**src/design/feic_pkg.sv**
```systemverilog
// Package: constants and types of the flash erase interlock controller
package feic_pkg;
    // ==================================================================
    // Arrays: 0 = program bank 1, 1 = data flash, 2 = program bank 2
    // ==================================================================
    localparam int          FEIC_NARR          = 3;
    localparam int          FEIC_PB1           = 0;
    localparam int          FEIC_DF            = 1;
    localparam int          FEIC_PB2           = 2;

    // ==================================================================
    // Register byte addresses
    // ==================================================================
    localparam logic [31:0] FEIC_ADDR_PB1_CTL  = 32'hFFFFFE90;
    localparam logic [31:0] FEIC_ADDR_DF_CTL   = 32'hFFFFFE94;
    localparam logic [31:0] FEIC_ADDR_KEY      = 32'hFFFFFE98;
    localparam logic [31:0] FEIC_ADDR_PB2_CTL  = 32'hFFFFFE9C;
    localparam logic [31:0] FEIC_ADDR_IRQ_STAT = 32'hFFFFFEA0;
    localparam logic [31:0] FEIC_ADDR_IRQ_MASK = 32'hFFFFFEA4;

    // ==================================================================
    // Control register fields
    // ==================================================================
    localparam int          FEIC_BUSY_BIT      = 11;
    localparam int          FEIC_PE_BIT        = 9;
    localparam int          FEIC_ME_BIT        = 8;
    localparam int          FEIC_PSEL_W        = 6;
    localparam logic [5:0]  FEIC_PSEL_MASK [FEIC_NARR] = '{6'h1F, 6'h3F, 6'h1F};
    localparam logic [5:0]  FEIC_PSEL_RST      = 6'h00;

    // ==================================================================
    // Interlock keys
    // ==================================================================
    localparam logic [31:0] FEIC_KEY_A         = 32'h42DC157E;
    localparam logic [31:0] FEIC_KEY_B         = 32'h6C97D0C5;
    localparam logic [31:0] FEIC_KEY [FEIC_NARR] = '{FEIC_KEY_A, FEIC_KEY_A, FEIC_KEY_B};
    localparam logic [31:0] FEIC_KEY_RST       = 32'h00000000;

    // ==================================================================
    // Interrupt status and mask layout: done[2:0], refused[5:3]
    // ==================================================================
    localparam int          FEIC_IRQ_W         = 6;
    localparam int          FEIC_DONE_LSB      = 0;
    localparam int          FEIC_REF_LSB       = 3;
    localparam logic [5:0]  FEIC_IRQ_RST       = 6'h00;

    // ==================================================================
    // Types
    // ==================================================================
    typedef enum logic [1:0] {
        FEIC_IDLE = 2'b01,
        FEIC_RUN  = 2'b10
    } feic_state_e;

    typedef enum logic [1:0] {
        FEIC_OP_WRITE = 2'h0,
        FEIC_OP_PAGE  = 2'h1,
        FEIC_OP_MASS  = 2'h2
    } feic_op_e;

    typedef struct packed {
        logic                   valid;
        feic_op_e               op;
        logic [FEIC_PSEL_W-1:0] page;
    } feic_cmd_s;
endpackage

```
**src/design/feic_ctrl.sv**
```systemverilog
// Module: flash erase and write interlock controller with APB registers
// Functional notes
// RULE1: Program bank control bit 11 shows busy
// RULE2: Data flash control bit 11 shows busy
// RULE3: Bit 9 erases page chosen by bits 4:0
// RULE4: Page erase bit self-clears on completion
// RULE5: Bit 8 mass-erases bank, self-clears when done
// RULE6: Data flash bit 8 mass-erases, self-clears
// RULE7: Data flash page selector is bits 5:0
// RULE8: Software loads key A for bank 1/data
// RULE9: Software loads key B for bank 2
// RULE10: No cycle starts without matching key
// RULE11: Key register clears when cycle completes
// RULE12: Software writes zero to reserved bit 10
// RULE13: Erase bits and page selector reset zero
// RULE14: Busy held for the whole cycle
`timescale 1ns/1ns
module feic_ctrl
    import feic_pkg::*;
(
    input  wire logic                       I_CLOCK,
    input  wire logic                       I_RST_N,
    input  wire logic                       I_PSEL,
    input  wire logic                       I_PENABLE,
    input  wire logic                       I_PWRITE,
    input  wire logic [31:0]                I_PADDR,
    input  wire logic [31:0]                I_PWDATA,
    output logic      [31:0]                O_PRDATA,
    output logic                            O_PREADY,
    output logic                            O_PSLVERR,
    input  wire logic [FEIC_NARR-1:0]       I_WRITE_REQ,
    input  wire logic [FEIC_NARR-1:0]       I_FLASH_DONE,
    output feic_cmd_s [FEIC_NARR-1:0]       O_FLASH_CMD,
    output logic      [FEIC_NARR-1:0]       O_BUSY,
    output logic                            O_IRQ
);

    // ==================================================================
    // Control word packing
    // ==================================================================
    function automatic logic [31:0] ctl_word(input logic b, input logic pe, input logic me,
                                             input logic [FEIC_PSEL_W-1:0] ps);
        logic [31:0] w;
        w                   = '0;
        w[FEIC_BUSY_BIT]    = b;
        w[FEIC_PE_BIT]      = pe;
        w[FEIC_ME_BIT]      = me;
        w[FEIC_PSEL_W-1:0]  = ps;
        return w;
    endfunction

    // ==================================================================
    // State
    // ==================================================================
    feic_state_e                st_q     [FEIC_NARR];
    feic_state_e                st_d     [FEIC_NARR];
    logic [FEIC_PSEL_W-1:0]     psel_q   [FEIC_NARR];
    logic [FEIC_PSEL_W-1:0]     psel_d   [FEIC_NARR];
    logic [31:0]                ctl_rd   [FEIC_NARR];
    logic [FEIC_NARR-1:0]       pe_q;
    logic [FEIC_NARR-1:0]       pe_d;
    logic [FEIC_NARR-1:0]       me_q;
    logic [FEIC_NARR-1:0]       me_d;
    feic_cmd_s [FEIC_NARR-1:0]  cmd_q;
    feic_cmd_s [FEIC_NARR-1:0]  cmd_d;
    logic [31:0]                key_q;
    logic [31:0]                key_d;
    logic [FEIC_IRQ_W-1:0]      stat_q;
    logic [FEIC_IRQ_W-1:0]      stat_d;
    logic [FEIC_IRQ_W-1:0]      mask_q;
    logic [FEIC_IRQ_W-1:0]      mask_d;
    logic [31:0]                prdata_q;
    logic                       pslverr_q;
    logic [31:0]                rd_word;
    logic                       rd_err;

    // ==================================================================
    // APB decode
    // ==================================================================
    logic [FEIC_NARR-1:0]       ctl_hit;
    logic [FEIC_NARR-1:0]       ctl_we;
    logic [FEIC_NARR-1:0]       busy;
    logic [FEIC_NARR-1:0]       erase_req;
    logic [FEIC_NARR-1:0]       key_ok;
    logic [FEIC_NARR-1:0]       done_ev;
    logic [FEIC_NARR-1:0]       want;
    logic [FEIC_NARR-1:0]       first;
    logic [FEIC_NARR-1:0]       start;
    logic [FEIC_NARR-1:0]       refuse;
    wire                        setup    = I_PSEL & ~I_PENABLE;
    wire                        wr_acc   = I_PSEL & I_PENABLE & I_PWRITE;
    wire                        key_hit  = I_PADDR == FEIC_ADDR_KEY;
    wire                        stat_hit = I_PADDR == FEIC_ADDR_IRQ_STAT;
    wire                        mask_hit = I_PADDR == FEIC_ADDR_IRQ_MASK;
    wire                        key_we   = wr_acc & key_hit;
    wire                        stat_we  = wr_acc & stat_hit;
    wire                        mask_we  = wr_acc & mask_hit;
    wire                        any_busy = |busy;

    assign ctl_hit[FEIC_PB1] = I_PADDR == FEIC_ADDR_PB1_CTL;
    assign ctl_hit[FEIC_DF]  = I_PADDR == FEIC_ADDR_DF_CTL;
    assign ctl_hit[FEIC_PB2] = I_PADDR == FEIC_ADDR_PB2_CTL;

    // ==================================================================
    // Arbitration: one cycle at a time, lowest array index first
    // ==================================================================
    assign want   = erase_req | I_WRITE_REQ;
    assign first  = want & (~want + FEIC_NARR'(1));
    assign start  = first & key_ok & {FEIC_NARR{~any_busy}};                     // RULE10
    assign refuse = want & ~start;

    // ==================================================================
    // Per-array sequencing
    // ==================================================================
    for (genvar g = 0; g < FEIC_NARR; g++) begin : g_arr
        assign ctl_we[g]    = wr_acc & ctl_hit[g];
        assign erase_req[g] = ctl_we[g] & (I_PWDATA[FEIC_PE_BIT] | I_PWDATA[FEIC_ME_BIT]);   // RULE3 RULE5 RULE6
        assign key_ok[g]    = key_q == FEIC_KEY[g];                               // RULE10
        assign busy[g]      = st_q[g] == FEIC_RUN;                                // RULE14
        assign done_ev[g]   = busy[g] & I_FLASH_DONE[g];
        assign st_d[g]      = start[g] ? FEIC_RUN : (done_ev[g] ? FEIC_IDLE : st_q[g]);   // RULE14
        assign psel_d[g]    = (ctl_we[g] & ~busy[g]) ? (I_PWDATA[FEIC_PSEL_W-1:0] & FEIC_PSEL_MASK[g])
                                                     : psel_q[g];                 // RULE3 RULE7
        assign pe_d[g]      = (start[g] & erase_req[g]) ? (I_PWDATA[FEIC_PE_BIT] & ~I_PWDATA[FEIC_ME_BIT])
                            : (done_ev[g] ? 1'b0 : pe_q[g]);                      // RULE3 RULE4
        assign me_d[g]      = (start[g] & erase_req[g]) ? I_PWDATA[FEIC_ME_BIT]
                            : (done_ev[g] ? 1'b0 : me_q[g]);                      // RULE5 RULE6
        assign cmd_d[g].valid = start[g];
        assign cmd_d[g].op    = ~start[g] ? cmd_q[g].op
                              : (~erase_req[g] ? FEIC_OP_WRITE
                              : (I_PWDATA[FEIC_ME_BIT] ? FEIC_OP_MASS : FEIC_OP_PAGE));
        assign cmd_d[g].page  = start[g] ? psel_d[g] : cmd_q[g].page;             // RULE3 RULE7
        assign ctl_rd[g]      = ctl_word(busy[g], pe_q[g], me_q[g], psel_q[g]);   // RULE1 RULE2
    end

    // ==================================================================
    // Key, interrupt status and mask
    // ==================================================================
    assign key_d  = key_we ? I_PWDATA : ((|done_ev) ? FEIC_KEY_RST : key_q);      // RULE11
    assign stat_d = (stat_q & ~(stat_we ? I_PWDATA[FEIC_IRQ_W-1:0] : FEIC_IRQ_RST))
                  | {refuse, done_ev};
    assign mask_d = mask_we ? I_PWDATA[FEIC_IRQ_W-1:0] : mask_q;

    // ==================================================================
    // Read mux
    // ==================================================================
    always_comb begin
        rd_word = '0;
        rd_err  = 1'b0;
        if (ctl_hit[FEIC_PB1]) begin
            rd_word = ctl_rd[FEIC_PB1];
        end else if (ctl_hit[FEIC_DF]) begin
            rd_word = ctl_rd[FEIC_DF];
        end else if (ctl_hit[FEIC_PB2]) begin
            rd_word = ctl_rd[FEIC_PB2];
        end else if (key_hit) begin
            rd_word = key_q;
        end else if (stat_hit) begin
            rd_word[FEIC_IRQ_W-1:0] = stat_q;
        end else if (mask_hit) begin
            rd_word[FEIC_IRQ_W-1:0] = mask_q;
        end else begin
            rd_err = 1'b1;
        end
    end

    // ==================================================================
    // Registers
    // ==================================================================
    always_ff @(posedge I_CLOCK) begin
        if (!I_RST_N) begin
            st_q   <= '{default: FEIC_IDLE};
            psel_q <= '{default: FEIC_PSEL_RST};                                  // RULE13
            pe_q   <= '0;                                                         // RULE13
            me_q   <= '0;
            cmd_q  <= '0;
        end else begin
            st_q   <= st_d;
            psel_q <= psel_d;
            pe_q   <= pe_d;
            me_q   <= me_d;
            cmd_q  <= cmd_d;
        end
    end

    always_ff @(posedge I_CLOCK) begin
        if (!I_RST_N) begin
            key_q     <= FEIC_KEY_RST;
            stat_q    <= FEIC_IRQ_RST;
            mask_q    <= FEIC_IRQ_RST;
            prdata_q  <= '0;
            pslverr_q <= 1'b0;
        end else begin
            key_q     <= key_d;
            stat_q    <= stat_d;
            mask_q    <= mask_d;
            prdata_q  <= setup ? rd_word : prdata_q;
            pslverr_q <= setup ? rd_err : pslverr_q;
        end
    end

    // ==================================================================
    // Outputs
    // ==================================================================
    assign O_PREADY    = I_PSEL & I_PENABLE;
    assign O_PRDATA    = prdata_q;
    assign O_PSLVERR   = pslverr_q & O_PREADY;
    assign O_FLASH_CMD = cmd_q;
    assign O_BUSY      = busy;
    assign O_IRQ       = |(stat_q & mask_q);
endmodule

```
**config.mk**
```make
export PLATFORM = sky130hd
export DESIGN_NAME = feic_ctrl
export DESIGN_NICKNAME = d
export VERILOG_FILES = /design/src/design/feic_pkg.sv /design/src/design/feic_ctrl.sv
export SDC_FILE = /design/constraint.sdc
export NUM_CORES = 1
export LEC_CHECK = 0
export BUFFER_PORTS_ARGS = -buffer_cell sky130_fd_sc_hd__buf_4
export CAP_MARGIN = 40
export CORE_ASPECT_RATIO = 0.8
export CORE_MARGIN = 3
export CORE_UTILIZATION = 48
export CTS_CLUSTER_DIAMETER = 200
export DETAILED_ROUTE_END_ITERATION = 8
export PLACE_DENSITY_LB_ADDON = 0.15
export SYNTH_ARGS = -nofsm -noshare
export SYNTH_HDL_FRONTEND = slang
export SYNTH_SLANG_ARGS = --single-unit
export TNS_END_PERCENT = 100
```
**constraint.sdc**
```tcl
create_clock -name I_CLOCK -period 5.03 [get_ports I_CLOCK]
set_input_delay 0.503 -clock I_CLOCK [delete_from_list [all_inputs] [get_ports I_CLOCK]]
set_output_delay 0.503 -clock I_CLOCK [all_outputs]
set_load 0.02 [all_outputs]
```
# Word-level counts from Yosys, hierarchy flattened
# Index checks and enable logic that the tools add are counted.
# word_totals
ff_bits	134
input_bits	75
output_inout_bits	65
word_cells	127
# classes
n_addsub	1
n_eq_ne	11
mux	38
n_bitwise	41
n_reduce_logical	10
# ops
operator	count
$eq A32 B32 Y1 const B	6
$mux W32	5
$eq A32 B31 Y1 const B	2
$mux W6	7
$mux W26	1
$and A1 B1 Y1	23
$mux W2	10
$mux W1	15
$reduce_bool A2 Y1	7
$and A3 B3 Y3	4
$and A6 B6 Y6	2
$eq A2 B2 Y1 const B	3
$not A1 Y1	6
$not A3 Y3	2
$not A6 Y6	1
$or A6 B6 Y6	1
$reduce_or A3 Y1	2
$reduce_or A6 Y1	1
$add A3 B1 Y3 const B	1
$or A3 B3 Y3	1
$or A1 B1 Y1	1

# Longest topological paths before layout
# Gate-level depths: netlist of the first run.
# depth
word_depth	13
ltp_mapped	8

# Worst setup path before layout of the first run
# OpenSTA, ideal clock, no wires.
# synth_timing
kind	input to register
from	in I_PADDR[13]
to	reg me_q[0]
setup_time_ns	0.070
t_arrival_ns	2.239
t_required_ns	4.960
setup_slack_ns	2.721
path_stages	6
n_path_buf	0
cell_sequence	nand4_1 -> nor4_4 -> nand3_2 -> or3_4 -> or3_1 -> a21oi_1
# synth_between
elab_chain_len	11
word_cells_on_any_way	12
# synth_rtl
element	line_no	source
start, declared	feic_ctrl.sv:26	input wire logic [31:0] I_PADDR,
$eq A32 B32 Y1 *	feic_ctrl.sv:100	assign ctl_hit[FEIC_PB1] = I_PADDR == FEIC_ADDR_PB1_CTL;
$and A1 B1 Y1 *	feic_ctrl.sv:116	assign ctl_we[g] = wr_acc & ctl_hit[g];
$and A1 B1 Y1 *	feic_ctrl.sv:117	assign erase_req[g] = ctl_we[g] & (I_PWDATA[FEIC_PE_BIT] | I_PWDATA[FEIC_ME_BIT]);
$or A3 B3 Y3	feic_ctrl.sv:107	assign want = erase_req | I_WRITE_REQ;
$not A3 Y3	feic_ctrl.sv:108	assign first = want & (~want + FEIC_NARR'(1));
$add A3 B1 Y3	feic_ctrl.sv:108	
$and A3 B3 Y3	feic_ctrl.sv:108	
$and A3 B3 Y3 (2 in a row)	feic_ctrl.sv:109	assign start = first & key_ok & {FEIC_NARR{~any_busy}};
$and A1 B1 Y1 *	feic_ctrl.sv:126	assign me_d[g] = (start[g] & erase_req[g]) ? I_PWDATA[FEIC_ME_BIT]
$mux W1 or $reduce_bool A2 Y1 (tied branches)	n/a	
end signal, assigned	feic_ctrl.sv:181	me_q <= me_d;
end, declared	feic_ctrl.sv:62	logic [FEIC_NARR-1:0] me_q;
# Every way passes the cells marked *; elsewhere a longest branch is shown, timed or not.
# A chain may end at the register's enable or synchronous reset.

# Worst setup path after layout of the first run
# layout_timing
from	reg key_q[30]
to	reg pe_q[2]
# layout_between
elab_chain_len	5
word_cells_on_any_way	6
# layout_rtl
element	line_no	source
start, declared	feic_ctrl.sv:66	logic [31:0] key_q;
start signal, assigned	feic_ctrl.sv:194	key_q <= key_d;
$eq A32 B31 Y1 *	feic_ctrl.sv:118	assign key_ok[g] = key_q == FEIC_KEY[g];
$and A3 B3 Y3 * (2 in a row)	feic_ctrl.sv:109	
$and A1 B1 Y1 *	feic_ctrl.sv:124	assign pe_d[g] = (start[g] & erase_req[g]) ? (I_PWDATA[FEIC_PE_BIT] & ~I_PWDATA[FEIC_ME_BIT])
$mux W1 or $reduce_bool A2 Y1 (tied branches)	n/a	
end signal, assigned	feic_ctrl.sv:180	pe_q <= pe_d;
end, declared	feic_ctrl.sv:60	logic [FEIC_NARR-1:0] pe_q;
# Marked as above.

==> summary by stage, run 1 <==
Status
The flow ran to the end, and the final reports show no timing, DRC or antenna violations.

Timing
The worst path needs around 2.8 ns of the cycle, external delays included. After layout, the worst path uses 55.8% of the clock period. The worst-case setup margin in the final layout is roughly 2.2 ns. The actual slew at the worst max-slew pin is between 0.9 and 1 ns. The number of pins exceeding their max-slew limit in the final report is 0. The final-report hold violation count is 0. The peak clock frequency supported by timing is about 360 MHz.

Summed over all failing endpoints, the final setup total negative slack is 0 ns. Setup repair after global routing left no endpoint under its margin. The final worst clock skew is approximately 0.0093 ns. The worst pin sits at a relative slew slack of about two fifths. Setup violations remaining at the end of the flow were counted as 0.

Critical path
Counting cells, the worst reg-to-reg path comes to 6. STA classifies the critical path endpoint as a flip-flop. In this run the critical register-to-register path is launched from key_q[30]$_SDFFE_PN0P_. The worst endpoint data arrival time is roughly 3.1 ns. The signal on the critical path passes through nor4bb_1 > nand2_1 > nor3_1 > nand3_1 > or3_1 > a21oi_1.

The worst setup path is of the reg -> reg kind. The largest single stage delay on the critical path is approximately 0.61 ns. The maximum fanout encountered on the critical timing path is 14.

In this run the worst setup path begins at key_q[30]$_SDFFE_PN0P_. The number of buffers and inverters on the critical path is 0. In this run the critical register-to-register path is captured at pe_q[2]$_SDFFE_PN0P_. For the worst setup path, the data required time is approximately 5.4 ns. The worst setup path is launched from a flip-flop. For flop-to-flop paths, the worst setup slack is approximately 2.2 ns.

The slowest cell on the critical path is sky130_fd_sc_hd__nor4bb_1. The cell family contributing the most delay on the critical path is simple AND/OR/NAND/NOR gates.

Clocking
After clock tree synthesis, the clock-pin slew on the worst setup and hold paths is about 0.060 ns. The number of post-CTS setup repair buffers is 0. The total number of clock tree sinks is between 100 and 150.

The hold-fix buffer count after cts is 0. The quantity of gates resized following cts is 0. The clock tree root driver cell is sky130_fd_sc_hd__clkbuf_16. The H-tree depth reported by CTS is 4. The longest clock path from root to sink contains 2 buffers. Counting the buffers created by CTS gives 17. The clock latency of the later-clocked register in the worst-skew pair is between 0.4 and 0.5 ns.

TritonCTS built the clock tree.

Cells and area
The number of cells in the finished layout apart from fillers is 970. In the layout the commonest cells are sky130_fd_sc_hd__buf_4, sky130_fd_sc_hd__dfxtp_1, sky130_fd_sc_hd__nand2_1. The net count of the finished layout is between 800 and 900. Of the cells placed in the final design, the portion with a size suffix greater than 1 is 25.2%. The total inserted antenna cells is 0. The layout overhead on the synthesized area is 31.5%. The library cell used most frequently in the layout, excluding fill and tap cells, is sky130_fd_sc_hd__buf_4. The finished cells cover roughly 7600 um2.

Yosys
The number of register bits inferred by synthesis is approximately 130. Sequential elements use between 40% and 50% of the synthesized area. The dominant synthesized flop cell is sky130_fd_sc_hd__dfxtp_1. After Yosys synthesis, and, or, nand and nor cells account for between 20% and 30% of the synthesized area.

The number of enable-type register cells in the synthesized netlist is 0. The proportion of register bits with asynchronous set or reset after synthesis is 0%. Summing the areas of all compound-gate instances in the mapped netlist gives between 15 and 20% of the synthesized area. In this run the cell area of the synthesized design comes to between 5000 and 6000 um2. The netlist uses 48 different library cells. The post-synthesis xor/xnor area fraction is 0%. The net count after synthesis is 762. Multiplexer cells account for roughly 6.1% of the synthesized area. The synthesized area divided by synthesized cell count is roughly 8.5 um2. The Yosys step of the flow raised 0 warnings. After Yosys synthesis, full adders, half adders and majority gates account for 0% of the synthesized area. The post-synthesis instance total is roughly 690. By area, the combinational part of the netlist is dominated by simple AND/OR/NAND/NOR gates.

Global route
The largest net degree at the start of global routing is between 50 and 60. The initial antenna violation count came to 0. The via count of the first global-routing pass came to 5508.

The first-pass GRT wire length is roughly 29000 um. Global routing finished with a remaining overflow of 0. The total global-route track usage is 26.6%.

Die
The count of pins on the block boundary is 140. The floorplan die width is between 100 and 150 um. The total area inside the core boundary comes to 11600 um2. The placement row count is 35.

The starting density of the core is around half. The floorplan step set the die height to ~100 um. The die area is roughly 13000 um2.

Worst hold path
The worst hold path begins at I_PWDATA[17]. The path class of the tightest hold or removal check is in -> reg. The worst-case hold path end point is key_q[17]$_SDFFE_PN0P_. The worst hold path was traced through 3 stages.

Pwr
The leakage power figure is roughly 3.1 nW. The power after layout is about 2.6 mW. The power per unit of standard cell area is around 350 nW/um2. The worst supply voltage drop on vdd is 0.252 mV.

Routing
Using the TritonRoute via totals, the vias-per-cell ratio works out to slightly below 6. The total via count after detailed routing is 5754. Before antenna repair, the detailed router went through 7 iterations. The post-route DRC violation count is 0. The count of nets left with antenna violations once routing finished came out at 0. After the first detailed-routing iteration, the DRC count stood at 583. The routed design has between 15000 and 20000 um of wire. The average detailed-routed wire length per instance is 18.6 um.

Placement
The placed instance count is about 940. The number of buffers inserted by port buffering is 139. The weighted congestion reported at the end of routability-driven placement is 0.870. Detailed placement ended at an HPWL of between 10000 and 15000 um. The cell area after placement is just under 7000 um2. The worst-case setup slack after placement is between 1.5 and 2 ns.

Flow run
Max-cap violations in this run came to 0.
-- per-layer routing --
metal / GRT usage [%] / share of wire (%) / vias up / routed length [um]
met2: 39.3 / 44 / 271 / 8000
met3: 5.90 / 8.4 / 26 / 1500
met5: 0 / 0 / - / 0
li1: - / - / 2718 / -
met1: 39.4 / 46 / 2739 / 8240
met4: 6.30 / 1.4 / 0 / 250
-- registers in the layout, summed over array words and instances (netlist names), 3 cells and up --
signal       flops
mask_q           6
key_q           32
O_FLASH_CMD     27
stat_q           6
O_PRDATA        32
me_q             3
pe_q             3
ctl_rd          18
st_q             6
-- Yosys cell counts (7+ instances only) --
master / n / area share, %
sky130_fd_sc_hd__or2_2: 8 / 0.86
sky130_fd_sc_hd__a22oi_1: 39 / 5.0
sky130_fd_sc_hd__inv_1: 11 / 0.71
sky130_fd_sc_hd__and2_1: 15 / 1.6
sky130_fd_sc_hd__nand3_1: 45 / 3.9
sky130_fd_sc_hd__buf_2: 7 / 0.60
sky130_fd_sc_hd__nand4_1: 17 / 1.8
sky130_fd_sc_hd__nand2_1: 86 / 5.6
sky130_fd_sc_hd__a21oi_1: 73 / 6.3
sky130_fd_sc_hd__clkbuf_1: 31 / 2.0
sky130_fd_sc_hd__nor3_1: 18 / 1.6
sky130_fd_sc_hd__o21ai_0: 30 / 2.6
sky130_fd_sc_hd__nor2_1: 55 / 3.6
sky130_fd_sc_hd__mux2i_1: 23 / 4.0
sky130_fd_sc_hd__dfxtp_1: 134 / 46
sky130_fd_sc_hd__mux2_2: 11 / 2.1
-- stage by stage --
step / utilization, % / hold WS, ns
floorplan: - / 0.425
global placement: 59.1 / 0.430
detailed placement: 59.6 / 0.432
CTS: 65.5 / 0.329
global route: 65.5 / 0.340
finish: 65.5 / 0.344
-- cells by family after synthesis --
| logic type | after synthesis |
|---|---|
| compound gates | 167 |
| flops | 134 |
| simple gates | 296 |
| mux | 34 |
| buf+inv | 56 |
-- worst max path at each step --
stage	to	slack, ns	depth (start not counted)
after CTS	pe_q[2]$_SDFFE_PN0P_	2.31	6
after global routing	O_FLASH_CMD[24]$_SDFFE_PN0P_	2.01	6
after detailed placement	key_q[19]$_SDFFE_PN0P_	1.97	8
after global placement	key_q[30]$_SDFFE_PN0P_	1.96	7
final	pe_q[2]$_SDFFE_PN0P_	2.22	6
after floorplan	me_q[0]$_SDFFE_PN0P_	2.72	6
-- layout make-up --
class / count / area (um2)
multi-input combinational: 497 / 2910
fill: 976 / 4010
clock inverter: 11 / 219
clock buffer: 21 / 470
sequential: 134 / 2680
tap: 148 / 185
timing repair buffer: 147 / 1120
inverter: 12 / 45.0
-- tightest hold or removal path, cell delays in order --
cell,delay (ns)
sky130_fd_sc_hd__buf_4,0.11
sky130_fd_sc_hd__nand2_1,0.04
sky130_fd_sc_hd__a21oi_1,0.05
-- report_power, final --
group | leakage (nW) | switching (mW) | internal (mW) | total (mW)
logic | 1.68 | 0.0736 | 0.0539 | 0.128
registers | 1.08 | 0.00218 | 1.06 | 1.07
clock network | 0.334 | 0.469 | 0.972 | 1.44
Note: power is estimated with default switching activity, not from simulation.
==> inputs of run 2 (changes only) <==
==> constraint.sdc (replaced) <==
create_clock -name I_CLOCK -period 2.8 [get_ports I_CLOCK]
set_input_delay 0.28 -clock I_CLOCK [delete_from_list [all_inputs] [get_ports I_CLOCK]]
set_output_delay 0.28 -clock I_CLOCK [all_outputs]
set_load 0.02 [all_outputs]
==> summary by stage, run 2 (synthesized netlist as in run 1, its figures left out) <==
Cells and area
The total inserted antenna cells came to 0 (unchanged). The proportion of layout cells with a drive suffix above 1 is 26.5% (+1.3 points). In the layout the commonest cells are sky130_fd_sc_hd__buf_4, sky130_fd_sc_hd__dfxtp_1, sky130_fd_sc_hd__nand2_1. The post-route cell area is 7640 um2 (+0.13%). Compared with the post-synthesis result, the final layout area differs by 31.6%. Leaving out fill and tap cells, the most frequent cell in the layout is sky130_fd_sc_hd__buf_4.

The net count of the finished layout is 897 (+1.5%).

Global route
The met3 capacity usage during global routing is 6.83% (+0.92 points). The total global-route track usage was 26.8% (+0.19 points). The global-route track usage on met1 is 38.3% (-1.1 points). The global-route track usage on met2 is 39.9% (+0.63 points). The via count of the first global-routing pass is 5577 (+1.3%). The leftover overflow at the end of global routing is 0 (unchanged). After global routing, the most crowded layer is met2. The largest net degree at the start of global routing is 65 (+16%). The initial antenna violation count is 0 (unchanged). The first-pass GRT wire length came to 28900 um (+1.1%).

Routing
The average detailed-routed wire length per instance is 18.5 um (-0.48%). The starting DRC count in detailed routing is 674 (+16%). The number of vias per cell after detailed routing was 5.92 (-0.22%).

The total via count after detailed routing is 5818 (+1.1%). The routed wire length was 18100 um (+0.85%). The post-route DRC violation count was 0 (unchanged). The remaining antenna violation count was 0 (unchanged). The number of detailed-route iterations in the first pass was 6 (-1).

Timing
The share of the clock period used by the worst path after layout was 81.6% (+26 points). The minimum clock period after layout is 2.28 ns (-0.524 ns). The setup-violating endpoint count in the final report was 0 (unchanged). The final worst clock skew came to 0.00747 ns (-0.00180 ns). Setup repair after global routing left no endpoint under its margin. The peak clock frequency supported by timing is 438 MHz (+23%). The relative max-transition margin was 55.9% (+17 points). The number of pins exceeding their max-slew limit in the final report came to 0 (unchanged). The final-report hold violation count is 0 (unchanged). The total negative setup slack is 0 ns (unchanged). The actual slew at the worst max-slew pin is 0.660 ns (-0.256 ns).

Clocking
The number of buffers added by the clock tree synthesis step is 17 (unchanged). The clock tree root driver cell is sky130_fd_sc_hd__clkbuf_16. The clock input transition at the sequential cells of the worst setup and hold paths came to 0.06 ns (about the same). The number of post-CTS setup repair buffers is 0 (unchanged). The largest buffer count on any clock path is 2 (unchanged). The hold-fix buffer count after cts is 0 (unchanged). The total number of clock tree sinks was 134 (unchanged).

The H-tree depth reported by CTS is 4 (unchanged). TritonCTS built the clock tree. The clock latency of the later-clocked register in the worst-skew pair is 0.42 ns (about the same). The quantity of gates resized following cts is 0 (unchanged).

Critical path
The required time of the worst setup path is 3.11 ns (-2.24 ns). The critical path is of the reg -> reg type. The maximum fanout encountered on the critical timing path is 6 (-8). The sort of element at the end of the critical path is a flip-flop. The startpoint type of the worst setup path is a flip-flop. The worst endpoint data arrival time is 2.59 ns (-0.54 ns).

Pwr
The leakage power figure is 3.11 nW (+0.49%). The worst supply voltage drop on vdd is 0.467 mV (+86%). The power per unit of standard cell area is 572 nW/um2 (+66%).

Placement
The weighted congestion reported at the end of routability-driven placement is 0.912 (+4.9%). The post-detailed-placement half-perimeter wirelength is 13000 um (about the same). The cell area after placement came to 7060 um2 (+1.7%). The number of buffers inserted by port buffering is 139 (unchanged).

Die
The die area is 13500 um2 (unchanged). The die outline height is 104 um (unchanged). The floorplan die width is 129 um (unchanged). The count of pins on the block boundary came to 140 (unchanged).

The placement row count came to 35 (unchanged). The placeable core area came to 11600 um2 (unchanged). The starting density of the core is 49.9% (unchanged).

Worst hold path
The worst hold path belongs to the class in -> reg.

Flow run
The number of max-capacitance violations reported is 0 (unchanged).

Status
The flow ran to the end, and the final reports show no timing, DRC or antenna violations.
run 2: cell count changes in the layout (fill, tap and decap cells not counted), sizes merged:
cell,previous run,this run
clkinvlp,1,3
buf,146,160
inv,13,15
clkbuf,22,18
clkinv,3,6
bufinv,6,2
run 2: cell type report:
cell class                 count  area, um2
multi-input combinational    497       2910
sequential                   134       2680
timing repair buffer         160       1230
tap                          148        185
clock inverter                14        150
fill                         988       4000
clock buffer                  18        439
inverter                      12       45.0
run 2: final timing paths:
kind | startpoint | end | slack [ns] | depth (start not counted)
setup reg to reg | key_q[30]$_SDFFE_PN0P_ | O_FLASH_CMD[11]$_SDFFE_PN0P_ | 0.52 | 8
hold / removal | I_PWDATA[24] | key_q[24]$_SDFFE_PN0P_ | 0.11 | 3
setup / recovery | key_q[30]$_SDFFE_PN0P_ | O_FLASH_CMD[11]$_SDFFE_PN0P_ | 0.52 | 8
hold reg to reg | O_PRDATA[3]$_SDFFE_PN0P_ | O_PRDATA[3]$_SDFFE_PN0P_ | 0.44 | 2
run 2: metal layers:
| metal | routed length, um | vias to the layer above | part of all wire [%] |
|---|---|---|---|
| li1 | - | 2743 | - |
| met1 | 8260 | 2752 | 46 |
| met2 | 8040 | 288 | 44 |
| met3 | 1510 | 35 | 8.3 |
| met4 | 336 | 0 | 1.9 |
| met5 | 0 | - | 0 |
run 2: power by group:
part / total (mW) / internal (mW) / switching [mW]
Clock: 2.22 / 1.34 / 0.884
Sequential: 1.92 / 1.91 / 0.00384
Combinational: 0.234 / 0.103 / 0.131
run 2: per-stage QoR:
stage	std cells	utilization (%)	hold slack (ns)	worst slack, ns	total power, mW
global placement	950	60.3	0.433	0.416	2.18
CTS	983	65.6	0.107	0.556	4.37
detailed placement	951	60.6	0.438	0.377	2.19
global route	983	65.6	0.105	0.315	4.49
floorplan	687	-	0.420	0.714	2.05
finish	983	65.6	0.111	0.515	4.37
run 2: worst max-delay path, cell delays in order, from the launching register on:
cell and delay (ns):
sky130_fd_sc_hd__dfxtp_1 0.36, sky130_fd_sc_hd__nor4bb_1 0.31, sky130_fd_sc_hd__buf_4 0.18, sky130_fd_sc_hd__nand2_1 0.09, sky130_fd_sc_hd__nor4b_1 0.44, sky130_fd_sc_hd__o2111a_1 0.38, sky130_fd_sc_hd__buf_12 0.16, sky130_fd_sc_hd__mux2i_1 0.18
sky130_fd_sc_hd__nor2_1 0.06
